===== config.mk =====
export PLATFORM = sky130hd
export DESIGN_NAME = dssc_control
export DESIGN_NICKNAME = d
export VERILOG_FILES = /design/src/shared/dssc_pkg.sv /design/src/rtl/dssc_control.sv
export SDC_FILE = /design/constraint.sdc
export NUM_CORES = 1
export LEC_CHECK = 0
export BUFFER_PORTS_ARGS = -buffer_cell sky130_fd_sc_hd__buf_2
export CELL_PAD_IN_SITES_DETAIL_PLACEMENT = 0
export CELL_PAD_IN_SITES_GLOBAL_PLACEMENT = 1
export CORE_MARGIN = 4
export CORE_UTILIZATION = 32
export DETAILED_ROUTE_END_ITERATION = 10
export PLACE_DENSITY = 0.75
export SLEW_MARGIN = 5
export SYNTH_ARGS = -nofsm -noshare
export SYNTH_HDL_FRONTEND = slang
export SYNTH_SLANG_ARGS = --single-unit

===== constraint.sdc =====
create_clock -name clk_in -period 12.6 [get_ports clk_in]
set_input_delay 1.26 -clock clk_in [delete_from_list [all_inputs] [get_ports clk_in]]
set_output_delay 1.26 -clock clk_in [all_outputs]
set_load 0.01 [all_outputs]

===== src/shared/dssc_pkg.sv =====
// constants, field layouts and types for the drive start/stop control block
// assumes a single 100 MHz clock and terminal inputs already synchronous
//
// Contract
// RULE1: outside level mode, start needs fresh edge
// RULE2: stop terminal always stops, must be active
// RULE3: three-wire: stop uses mode, terminal3 is direction
// RULE4: two-wire: stop coasts, terminal3 runs reverse
// RULE5: level mode: coast, restart when start held
// RULE6: level mode: stop only while stop open
// RULE7: fast mode: ready outputs, start within 10 ms
// RULE8: comm mode default: remote starts, terminal stop coasts
// RULE9: momentary: pulse on either run input starts
// RULE10: selected stop mode governs all stop sources; code coasts the stop terminal except in three-wire with jumper fitted
// RULE11: stop terminal coasts except in three-wire
// RULE12: jumper removed: stop terminal forces coast always
// RULE13: overload fault after 150 percent for 60 s
// RULE14: lowest frequency floors output, default 0.00 Hz
// RULE15: highest frequency caps output, default 60.00 Hz
// RULE16: nameplate frequency 15 to 500 Hz, default 60
// RULE17: nameplate voltage from 20 V to rating
// RULE18: other party stops drive before changing settings
// RULE19: terminal3 function reassignable independently
// RULE20: stop codes 0-3 clear fault, 4-7 not
// RULE21: start scheme sampled only while stopped
package dssc_pkg;
    // ****************************************
    // start schemes and stop methods
    // ****************************************
    localparam logic [2:0] SCH_THREE_LINE = 3'h1;
    localparam logic [2:0] SCH_TWO_LINE   = 3'h2;
    localparam logic [2:0] SCH_LEVEL      = 3'h3;
    localparam logic [2:0] SCH_FAST       = 3'h4;
    localparam logic [2:0] SCH_COMM       = 3'h5;
    localparam logic [2:0] SCH_MOMENTARY  = 3'h6;
    localparam logic [3:0] STOP_RAMP_CF   = 4'h0;
    localparam logic [3:0] STOP_COAST_CF  = 4'h1;
    localparam logic [3:0] STOP_CLEAR_MAX = 4'h3;
    localparam logic [3:0] STOP_COAST     = 4'h5;
    localparam logic [3:0] STOP_EMB_CF    = 4'h8;
    // third terminal functions
    localparam logic [1:0] T3_DEFAULT     = 2'h0;
    localparam logic [1:0] T3_DIRECTION   = 2'h1;
    localparam logic [1:0] T3_RUN_REVERSE_INPUT     = 2'h2;
    localparam logic [1:0] T3_NONE        = 2'h3;
    // ****************************************
    // frequency limits in 0.01 Hz units, nameplate limits in Hz and V
    // ****************************************
    localparam logic [15:0] FREQ_MIN_DEF  = 16'h0000;   // 0.00 Hz
    localparam logic [15:0] FREQ_MAX_DEF  = 16'h1770;   // 60.00 Hz
    localparam logic [15:0] FREQ_LIMIT    = 16'hC350;   // 500.00 Hz
    localparam logic [9:0]  NP_HZ_LO      = 10'h00F;    // 15 Hz
    localparam logic [9:0]  NP_HZ_HI      = 10'h1F4;    // 500 Hz
    localparam logic [9:0]  NP_HZ_DEF     = 10'h03C;    // 60 Hz
    localparam logic [11:0] NP_VOLT_LO    = 12'h014;    // 20 V
    // ****************************************
    // timing
    // ****************************************
    localparam int CLK_MHZ        = 100;
    localparam int FAST_RESP_MS   = 10;
    localparam int FAST_RESP_CYC  = FAST_RESP_MS * 1000 * CLK_MHZ;
    localparam int OL_SECONDS     = 60;
    localparam longint OL_CYC     = longint'(OL_SECONDS) * 1000000 * CLK_MHZ;
    localparam int OL_PCT         = 150;
    localparam int PCT_FULL       = 100;
    // ****************************************
    // carriers
    // ****************************************
    typedef enum logic [1:0] {STOP_NONE_T, STOP_BY_COAST, STOP_BY_RAMP, STOP_BY_DC} dssc_stop_t;
    typedef struct packed
    {
        logic stop_closed;  // terminal 01, 1 = run permitted
        logic run_forward_input;      // terminal 02
        logic term3;        // terminal 03
    } dssc_term_t;
    typedef struct packed
    {
        logic start;
        logic reverse;
        logic stop;
    } dssc_comm_t;
endpackage

===== src/rtl/dssc_control.sv =====
// drive start/stop control: start scheme, stop method, limits, overload
// assumes terminal and comm inputs synchronous to clk_in, settings static while running
module dssc_control
    import dssc_pkg::*;
#(
    parameter longint OL_CYCLES = OL_CYC  // shorten in simulation
)(
    input  wire logic        clk_in,
    input  wire logic        srst_in,
    input  wire dssc_term_t  term_in,
    input  wire dssc_comm_t  comm_in,
    input  wire logic        hardware_enable_jumper_in,     // 1 = fitted
    input  wire logic [2:0]  start_scheme_select_in,
    input  wire logic [3:0]  stop_method_select_in,
    input  wire logic [1:0]  third_terminal_function_select_in,
    input  wire logic [15:0] lowest_frequency_setting_in,
    input  wire logic [15:0] highest_frequency_setting_in,
    input  wire logic [9:0]  nameplate_frequency_setting_in,
    input  wire logic [11:0] nameplate_voltage_setting_in,
    input  wire logic [11:0] drive_rated_volts_in,
    input  wire logic [15:0] overload_current_setting_in,
    input  wire logic [15:0] motor_current_in,
    input  wire logic [15:0] freq_command_in,
    input  wire logic        fault_in,                      // pulse, raises a fault
    output logic             running_out,
    output logic             reverse_out,
    output logic             ready_out,
    output dssc_stop_t       stop_kind_out,
    output logic             fault_active_out,
    output logic             motor_overload_fault_out,
    output logic [15:0]      freq_out,
    output logic [9:0]       nameplate_freq_out,
    output logic [11:0]      nameplate_volts_out
);
    // ****************************************
    // helpers
    // ****************************************
    function automatic logic [15:0] clamp16(input logic [15:0] v, lo, hi);
        clamp16 = (v < lo) ? lo : ((v > hi) ? hi : v);
    endfunction
    function automatic dssc_stop_t method_kind(input logic [3:0] m);
        case (m[1:0])
            // codes from the brake-control pair upward always ramp
            2'h1:    method_kind = (m >= STOP_EMB_CF) ? STOP_BY_RAMP : STOP_BY_COAST;
            2'h2,
            2'h3:    method_kind = (m >= STOP_EMB_CF) ? STOP_BY_RAMP : STOP_BY_DC;
            default: method_kind = STOP_BY_RAMP;
        endcase
    endfunction

    // ****************************************
    // state
    // ****************************************
    logic [2:0]  scheme_reg, scheme_next;      // latched scheme
    logic        run_reg, run_next;
    logic        rev_reg, rev_next;
    logic        fault_reg, fault_next;
    logic        olf_reg, olf_next;
    logic [39:0] ol_cnt_reg, ol_cnt_next;
    logic        start_prev_reg, start_prev_next;
    logic        fwd_prev_reg, fwd_prev_next;
    logic        t3_prev_reg, t3_prev_next;
    dssc_stop_t  kind_reg, kind_next;
    logic [15:0] freq_reg, freq_next;
    logic [9:0]  nph_reg, nph_next;
    logic [11:0] npv_reg, npv_next;

    // combinational terms
    logic [1:0]  t3_func;
    logic        start_lvl, start_edge, want_rev, other_stop, term_stop;
    logic        ol_over;
    logic [31:0] ol_cur_x, ol_lim_x;

    // ****************************************
    // next-state logic
    // ****************************************
    always_comb
    begin
        // terminal 03 use: scheme default unless reassigned
        t3_func = third_terminal_function_select_in;                          // [RULE19]
        if (t3_func == T3_DEFAULT)
            t3_func = (scheme_reg == SCH_THREE_LINE) ? T3_DIRECTION : T3_RUN_REVERSE_INPUT; // [RULE3] [RULE4]
        start_lvl  = 1'b0;
        want_rev   = rev_reg;
        other_stop = 1'b0;
        case (scheme_reg)
            SCH_COMM:                                                          // [RULE8]
            begin
                start_lvl  = comm_in.start;
                want_rev   = comm_in.reverse;
                other_stop = comm_in.stop;
            end
            SCH_THREE_LINE:
            begin
                start_lvl = term_in.run_forward_input;
                want_rev  = (t3_func == T3_DIRECTION) ? term_in.term3 : 1'b0; // [RULE3]
            end
            SCH_MOMENTARY:                                                     // [RULE9]
            begin
                start_lvl = term_in.run_forward_input | (t3_func == T3_RUN_REVERSE_INPUT && term_in.term3);
                want_rev  = (t3_func == T3_RUN_REVERSE_INPUT) && term_in.term3;
            end
            default:
            begin
                start_lvl  = term_in.run_forward_input | (t3_func == T3_RUN_REVERSE_INPUT && term_in.term3);
                want_rev   = (t3_func == T3_RUN_REVERSE_INPUT) && term_in.term3;
                // releasing the maintained run input is itself a stop source
                other_stop = run_reg && !start_lvl;                            // [RULE10]
            end
        endcase
        start_edge = start_lvl &&
            !(start_prev_reg || (scheme_reg == SCH_MOMENTARY &&
              (fwd_prev_reg && term_in.run_forward_input || t3_prev_reg && term_in.term3)));
        term_stop = !term_in.stop_closed;                                      // [RULE2]

        // defaults
        scheme_next     = scheme_reg;
        run_next        = run_reg;
        rev_next        = rev_reg;
        kind_next       = STOP_NONE_T;
        fault_next      = fault_reg | fault_in | olf_reg;
        start_prev_next = start_lvl;
        fwd_prev_next   = term_in.run_forward_input;
        t3_prev_next    = term_in.term3;

        if (!run_reg)
            scheme_next = start_scheme_select_in;                              // [RULE21]
        // a new scheme reads a new start source: its held level is not an edge
        if (scheme_next != scheme_reg)
            start_prev_next = 1'b1;                                            // [RULE1]

        if (term_stop || other_stop)
        begin
            run_next = 1'b0;
            // a removed jumper makes a stop-terminal stop coast in every scheme and stop method
            if (term_stop && !hardware_enable_jumper_in)
                kind_next = STOP_BY_COAST;                                     // [RULE12]
            else if (term_stop && scheme_reg != SCH_THREE_LINE)
                kind_next = STOP_BY_COAST;  // [RULE4] [RULE5] [RULE11]
            else
                kind_next = method_kind(stop_method_select_in);                // [RULE10] [RULE3]
            // clear-fault stop codes, ignored when the fault is raised now
            if ((stop_method_select_in <= STOP_CLEAR_MAX || stop_method_select_in == STOP_EMB_CF)
                && !fault_in && !olf_reg)
                fault_next = 1'b0;                                             // [RULE20]
        end
        else if (!run_reg && !fault_reg)
        begin
            // level mode restarts on held start; others need a new edge
            if ((scheme_reg == SCH_LEVEL) ? start_lvl : start_edge)            // [RULE1] [RULE5] [RULE6]
            begin
                run_next = 1'b1;                                               // [RULE7]
                rev_next = want_rev;
            end
        end
        else if (run_reg && scheme_reg != SCH_MOMENTARY)
            rev_next = want_rev;
        if (fault_reg)
            run_next = 1'b0;

        // overload: current above 150 percent of setting for the set time
        ol_cur_x = 32'(motor_current_in) * 32'(PCT_FULL);
        ol_lim_x = 32'(overload_current_setting_in) * 32'(OL_PCT);
        ol_over  = ol_cur_x > ol_lim_x;
        olf_next    = olf_reg;
        ol_cnt_next = ol_over ? ol_cnt_reg + 40'h00_0000_0001 : 40'h00_0000_0000;
        if (ol_over && ol_cnt_reg >= 40'(OL_CYCLES - 1))
        begin
            olf_next    = 1'b1;                                                // [RULE13]
            ol_cnt_next = ol_cnt_reg;
        end
        else if (!ol_over && term_stop)
            olf_next = 1'b0;

        // frequency limits and nameplate ranges
        freq_next = run_reg ? clamp16(freq_command_in,
            clamp16(lowest_frequency_setting_in, FREQ_MIN_DEF, FREQ_LIMIT),    // [RULE14]
            clamp16(highest_frequency_setting_in, FREQ_MIN_DEF, FREQ_LIMIT))   // [RULE15]
            : FREQ_MIN_DEF;
        nph_next = (nameplate_frequency_setting_in < NP_HZ_LO ||
                    nameplate_frequency_setting_in > NP_HZ_HI) ? nph_reg
                   : nameplate_frequency_setting_in;                           // [RULE16]
        npv_next = (nameplate_voltage_setting_in < NP_VOLT_LO ||
                    nameplate_voltage_setting_in > drive_rated_volts_in) ? npv_reg
                   : nameplate_voltage_setting_in;                             // [RULE17]
    end

    // ****************************************
    // registers
    // ****************************************
    always_ff @(posedge clk_in)
    begin
        if (srst_in)
        begin
            scheme_reg     <= SCH_COMM;
            run_reg        <= 1'b0;
            rev_reg        <= 1'b0;
            fault_reg      <= 1'b0;
            olf_reg        <= 1'b0;
            ol_cnt_reg     <= 40'h00_0000_0000;
            start_prev_reg <= 1'b1;
            fwd_prev_reg   <= 1'b1;
            t3_prev_reg    <= 1'b1;
            kind_reg       <= STOP_NONE_T;
            freq_reg       <= FREQ_MIN_DEF;
            nph_reg        <= NP_HZ_DEF;
            npv_reg        <= NP_VOLT_LO;
        end
        else
        begin
            scheme_reg     <= scheme_next;
            run_reg        <= run_next;
            rev_reg        <= rev_next;
            fault_reg      <= fault_next;
            olf_reg        <= olf_next;
            ol_cnt_reg     <= ol_cnt_next;
            start_prev_reg <= start_prev_next;
            fwd_prev_reg   <= fwd_prev_next;
            t3_prev_reg    <= t3_prev_next;
            kind_reg       <= kind_next;
            freq_reg       <= freq_next;
            nph_reg        <= nph_next;
            npv_reg        <= npv_next;
        end
    end

    // outputs
    assign running_out              = run_reg;
    assign reverse_out              = rev_reg;
    assign ready_out                = (scheme_reg == SCH_FAST) && !fault_reg;  // [RULE7]
    assign stop_kind_out            = kind_reg;
    assign fault_active_out         = fault_reg;
    assign motor_overload_fault_out = olf_reg;
    assign freq_out                 = freq_reg;
    assign nameplate_freq_out       = nph_reg;
    assign nameplate_volts_out      = npv_reg;

    // ****************************************
    // assertions
    // ****************************************
    property p_stop_open_halts;
        @(posedge clk_in) disable iff (srst_in)
        !term_in.stop_closed |=> !running_out;
    endproperty
    a_stop_open_halts: assert property (p_stop_open_halts) // [RULE2]
        else $error("run continued with stop terminal open");
    property p_jumper_coast;
        @(posedge clk_in) disable iff (srst_in)
        (!term_in.stop_closed && !hardware_enable_jumper_in) |=> stop_kind_out == STOP_BY_COAST;
    endproperty
    a_jumper_coast: assert property (p_jumper_coast) // [RULE12]
        else $error("jumper removed but stop was not coast");
    property p_coast_not3;
        @(posedge clk_in) disable iff (srst_in)
        (!term_in.stop_closed && scheme_reg != SCH_THREE_LINE) |=> stop_kind_out == STOP_BY_COAST;
    endproperty
    a_coast_not3: assert property (p_coast_not3) // [RULE11]
        else $error("stop terminal did not coast");
    property p_edge_start;
        @(posedge clk_in) disable iff (srst_in)
        (!running_out && scheme_reg != SCH_LEVEL && scheme_reg != SCH_MOMENTARY
         && start_prev_reg) |=> !running_out;
    endproperty
    a_edge_start: assert property (p_edge_start) // [RULE1]
        else $error("start without a fresh edge");
    property p_scheme_hold;
        @(posedge clk_in) disable iff (srst_in)
        running_out |=> $stable(scheme_reg);
    endproperty
    a_scheme_hold: assert property (p_scheme_hold) // [RULE21]
        else $error("scheme changed while running");
    property p_freq_cap;
        @(posedge clk_in) disable iff (srst_in)
        (running_out && highest_frequency_setting_in >= lowest_frequency_setting_in
         && highest_frequency_setting_in <= FREQ_LIMIT)
        |=> freq_out <= $past(highest_frequency_setting_in);
    endproperty
    a_freq_cap: assert property (p_freq_cap) // [RULE15]
        else $error("output frequency above ceiling");
    property p_np_range;
        @(posedge clk_in) disable iff (srst_in)
        nameplate_freq_out >= NP_HZ_LO && nameplate_freq_out <= NP_HZ_HI;
    endproperty
    a_np_range: assert property (p_np_range) // [RULE16]
        else $error("nameplate frequency out of range");
    property p_fault_blocks;
        @(posedge clk_in) disable iff (srst_in)
        fault_active_out |=> !running_out;
    endproperty
    a_fault_blocks: assert property (p_fault_blocks) // [RULE20]
        else $error("ran while faulted");
    // level mode: a held start resumes as soon as the stop closes
    property p_level_restart;
        @(posedge clk_in) disable iff (srst_in)
        (scheme_reg == SCH_LEVEL && !running_out && !fault_active_out
         && term_in.stop_closed && start_lvl) |=> running_out;
    endproperty
    a_level_restart: assert property (p_level_restart) // [RULE5]
        else $error("held start did not restart in level mode");
    // a new fault wins against a clearing stop in the same cycle
    property p_fault_set;
        @(posedge clk_in) disable iff (srst_in)
        fault_in |=> fault_active_out;
    endproperty
    a_fault_set: assert property (p_fault_set) // [RULE20]
        else $error("fault pulse lost against a clearing stop");
    c_dc:    cover property (@(posedge clk_in) disable iff (srst_in) stop_kind_out == STOP_BY_DC);
    c_run:   cover property (@(posedge clk_in) disable iff (srst_in) $rose(running_out));
    c_rev:   cover property (@(posedge clk_in) disable iff (srst_in) running_out && reverse_out);
    c_ol:    cover property (@(posedge clk_in) disable iff (srst_in) $rose(motor_overload_fault_out));
endmodule


==> summary.txt <==
Max Cap Viol - 0
Yosys cell types - 79
Post-CTS Setup Bufs - 0
Pwr Total - 0.001350 W
Detailed-router iteration count before antenna repair - 4
Critical path arrival - 6.42 ns
Outcome - complete, no violations
Die Area - 0.03267 sq mm
H-tree depth - 3
CTS Sinks - 90
Antenna-violating nets left - 0
Prevailing post-synth register cell - dfxtp_1
WP buf/inv - 4
DP Area - 0.01080 sq mm
Clock share of power - 0.225
Worst setup EP type - flop
PwrDens - 121.3 mW/mm^2
Pleak - 5.487 nW
GRT Residual Overflow - 0
Largest net degree at the start of global routing - 50
Synthesized Nets - 1496
Startpoint class of the critical path - input port
Max Clk Rate - 161.2 MHz
CTS buffer count - 9
Crit Path Class - in -> reg
Die width - 180.7 um
Antenna violations before repair - 4
Async S/R FF share, synth - 0
Detailed Route Iter0 Violations - 312
Clock Path Buffers - 2
Worst hold-check path type - reg -> reg
Synthesized flop and latch total - 90
Relative slew slack - 0.3662
Worst-skew pair later-pin latency - 0.35 ns
Post-CTS Hold Fix Bufs - 0
Number of port buffers - 177
Post-layout min period - 6.205 ns
Post-Place Cells - 1687
Largest register FFs - 40
Synth Cell Area - 0.009548 sq mm
RSZ-0062 raised after global routing - no
Crit path largest cell delay - 0.54 ns
Post-DR vias/cell - 4.856
Worst ir drop on vdd - 0.06213 mV
Gpl congestion - 0.8397
Final setup fails - 0
First-pass GRT wire length - 40.13 mm
Dpl hpwl - 19.88 mm
Comb pwr share - 0.553
Syn Area/Cell - 8.303 sq um
Hold path cells - 2
Post-synth EDFFs - 0
Place WS - 6.012 ns
Most used cell, CP - ha_1
Nets - 1660
YS warnings - 0
Area Growth Syn to Fin - 16.60%
Vias - 8275
Fin. Hold Viols - 0
Row Count - 62
Die Height - 180.7 um
Sequential Power Share - 0.222
Worst Tran Pin Value - 0.9507 ns
Num ports - 178
Layout cells sized above 1 - 0.1729
Internal Power - 0.0008004 W
CTS resizes - 0
CORE AREA - 0.02909 sq mm
Critical path's top delay family - adder cells
Final Cycle Share - 0.4925
DRT Wirelength - 23.62 mm
Crit path required time - 12.82 ns
DRC viols - 0
Gr usage total - 0.1442
Clock root buffer - clkbuf_16
Slowest CP cell - fa_1
Sw Ratio - 0.4071
Clock transition at the registers of the reported paths - 0.06 ns
Non-filler instance count after layout - 1704
Gate Count Post-Synth - 1150
Seq/Total Area, Yosys - 0.1887
Worst clock skew - 0.01054 ns
Design area - 0.01113 sq mm
Setup TNS Final - 0 ns
Worst R2R Path Depth - 7
Max-slew violations - 0
Initial Utilization - 0.3282
Vias in the first global route - 8378
CTS tree - built
Worst-path maximum fanout - 41
CP Cell Sequence - buf_2, ha_1, ha_1, fa_1, inv_1, fa_1, inv_1, ha_1, nand2_1, o21ai_0, nand2_1, a311oi_1, nand2_1, a2111oi_0, a311oi_1, ha_1, nand3_1, nor2_1, nand4_1, o211ai_1, a31oi_1, o21ai_2, buf_4, o22ai_1
Wirelength per Cell - 13.86 um
WP depth - 24
Switch Pwr - 0.0005496 W
Fin worst setup slack - 6.395 ns
-- kinds of logic after synthesis --
| group | share of synthesized area |
|---|---|
| xor gates and xnor gates | 0.05596 |
| muxes | 0.02267 |
| buffers and inverters | 0.08007 |
| AOI/OAI and AO/OA | 0.1550 |
| DFF | 0.1887 |
| adders and majority gates | 0.3059 |
| and+or+nand+nor | 0.1917 |
-- worst min-delay path: stages, from the launching register on --
cell and delay, ns:
dfxtp_1 0.30, inv_1 0.04, nor2_1 0.03
-- power groups by stage --
stage          registers (W)  clock network, W  logic [W]
4_1_cts             0.000300          0.000311   0.000753
3_5_place_dp        0.000306                 0   0.000747
3_3_place_gp        0.000306                 0   0.000740
6_report            0.000300          0.000303   0.000747
5_1_grt             0.000301          0.000322   0.000872
2_1_floorplan       0.000308                 0   0.000575
-- cells in the mapped netlist, drive strengths merged (12+ instances only) --
| cell type | instances | area (sq um) |
|---|---|---|
| inv | 167 | 626.9 |
| nand3 | 27 | 140.1 |
| xor2 | 28 | 245.2 |
| a21o | 23 | 173.9 |
| nor3 | 19 | 95.09 |
| clkbuf | 19 | 71.32 |
| nand2b | 42 | 265.3 |
| ha | 179 | 2240 |
| nor2 | 90 | 337.8 |
| nor2b | 14 | 95.09 |
| o21a | 12 | 91.34 |
| xnor2 | 33 | 289.0 |
| o21ai | 37 | 188.9 |
| nand2 | 75 | 281.5 |
| a21oi | 60 | 304.0 |
| dfxtp | 90 | 1802 |
| nand4 | 26 | 162.7 |
| mux2i | 16 | 160.2 |
| fa | 34 | 680.7 |
| a311oi | 14 | 122.6 |
-- metrics by stage --
step | hold WS (ns) | utilization
final | 0.4198 | 0.3827
after global routing | 0.4444 | 0.3826
after CTS | 0.4237 | 0.3826
after detailed placement | 0.4132 | 0.3712
after global placement | 0.4116 | 0.3712
after floorplan | 0.4027 | -
-- path summary, 6_finish.rpt --
| check | startpoint | endpoint | slack, ns |
|---|---|---|---|
| worst min register to register | ol_cnt_reg[37] | ol_cnt_reg[37] | 0.42 |
| worst max-delay path | overload_current_setting_in[5] | motor_overload_fault_out | 6.39 |
| worst max register to register | ol_cnt_reg[39] | ol_cnt_reg[31] | 10.13 |
| worst min-delay path | ol_cnt_reg[37] | ol_cnt_reg[37] | 0.42 |
-- placed cells by master, fill, tap and decap left out, types with 33 or more instances in the layout --
cell type,n
ha_1,179
buf_2,177
inv_1,166
nor2_1,90
dfxtp_1,90
nand2_1,75
a21oi_1,59
nand2b_1,41
o21ai_0,35
fa_1,34
xnor2_1,33
-- routing by layer --
| metal | part of all wire | wire length [um] | GRT usage | up-vias |
|---|---|---|---|---|
| li1 | - | - | - | 4308 |
| met1 | 0.49 | 11630 | 0.1993 | 3776 |
| met2 | 0.44 | 10480 | 0.2333 | 162 |
| met3 | 0.052 | 1230 | 0.03117 | 21 |
| met4 | 0.0098 | 232 | 0.02874 | 8 |
| met5 | 0.0023 | 54 | 0 | - |
-- area by class of cell --
type / count / area [sq um]
fill: 3004 / 17960
multi-input combinational: 866 / 6982
sequential: 90 / 1802
timing repair buffer: 180 / 908.4
inverter: 167 / 626.9
tap: 384 / 480.5
clock buffer: 9 / 225.2
clock inverter: 7 / 106.4
antenna: 1 / 2.502
(Power assumes the default switching activity.)
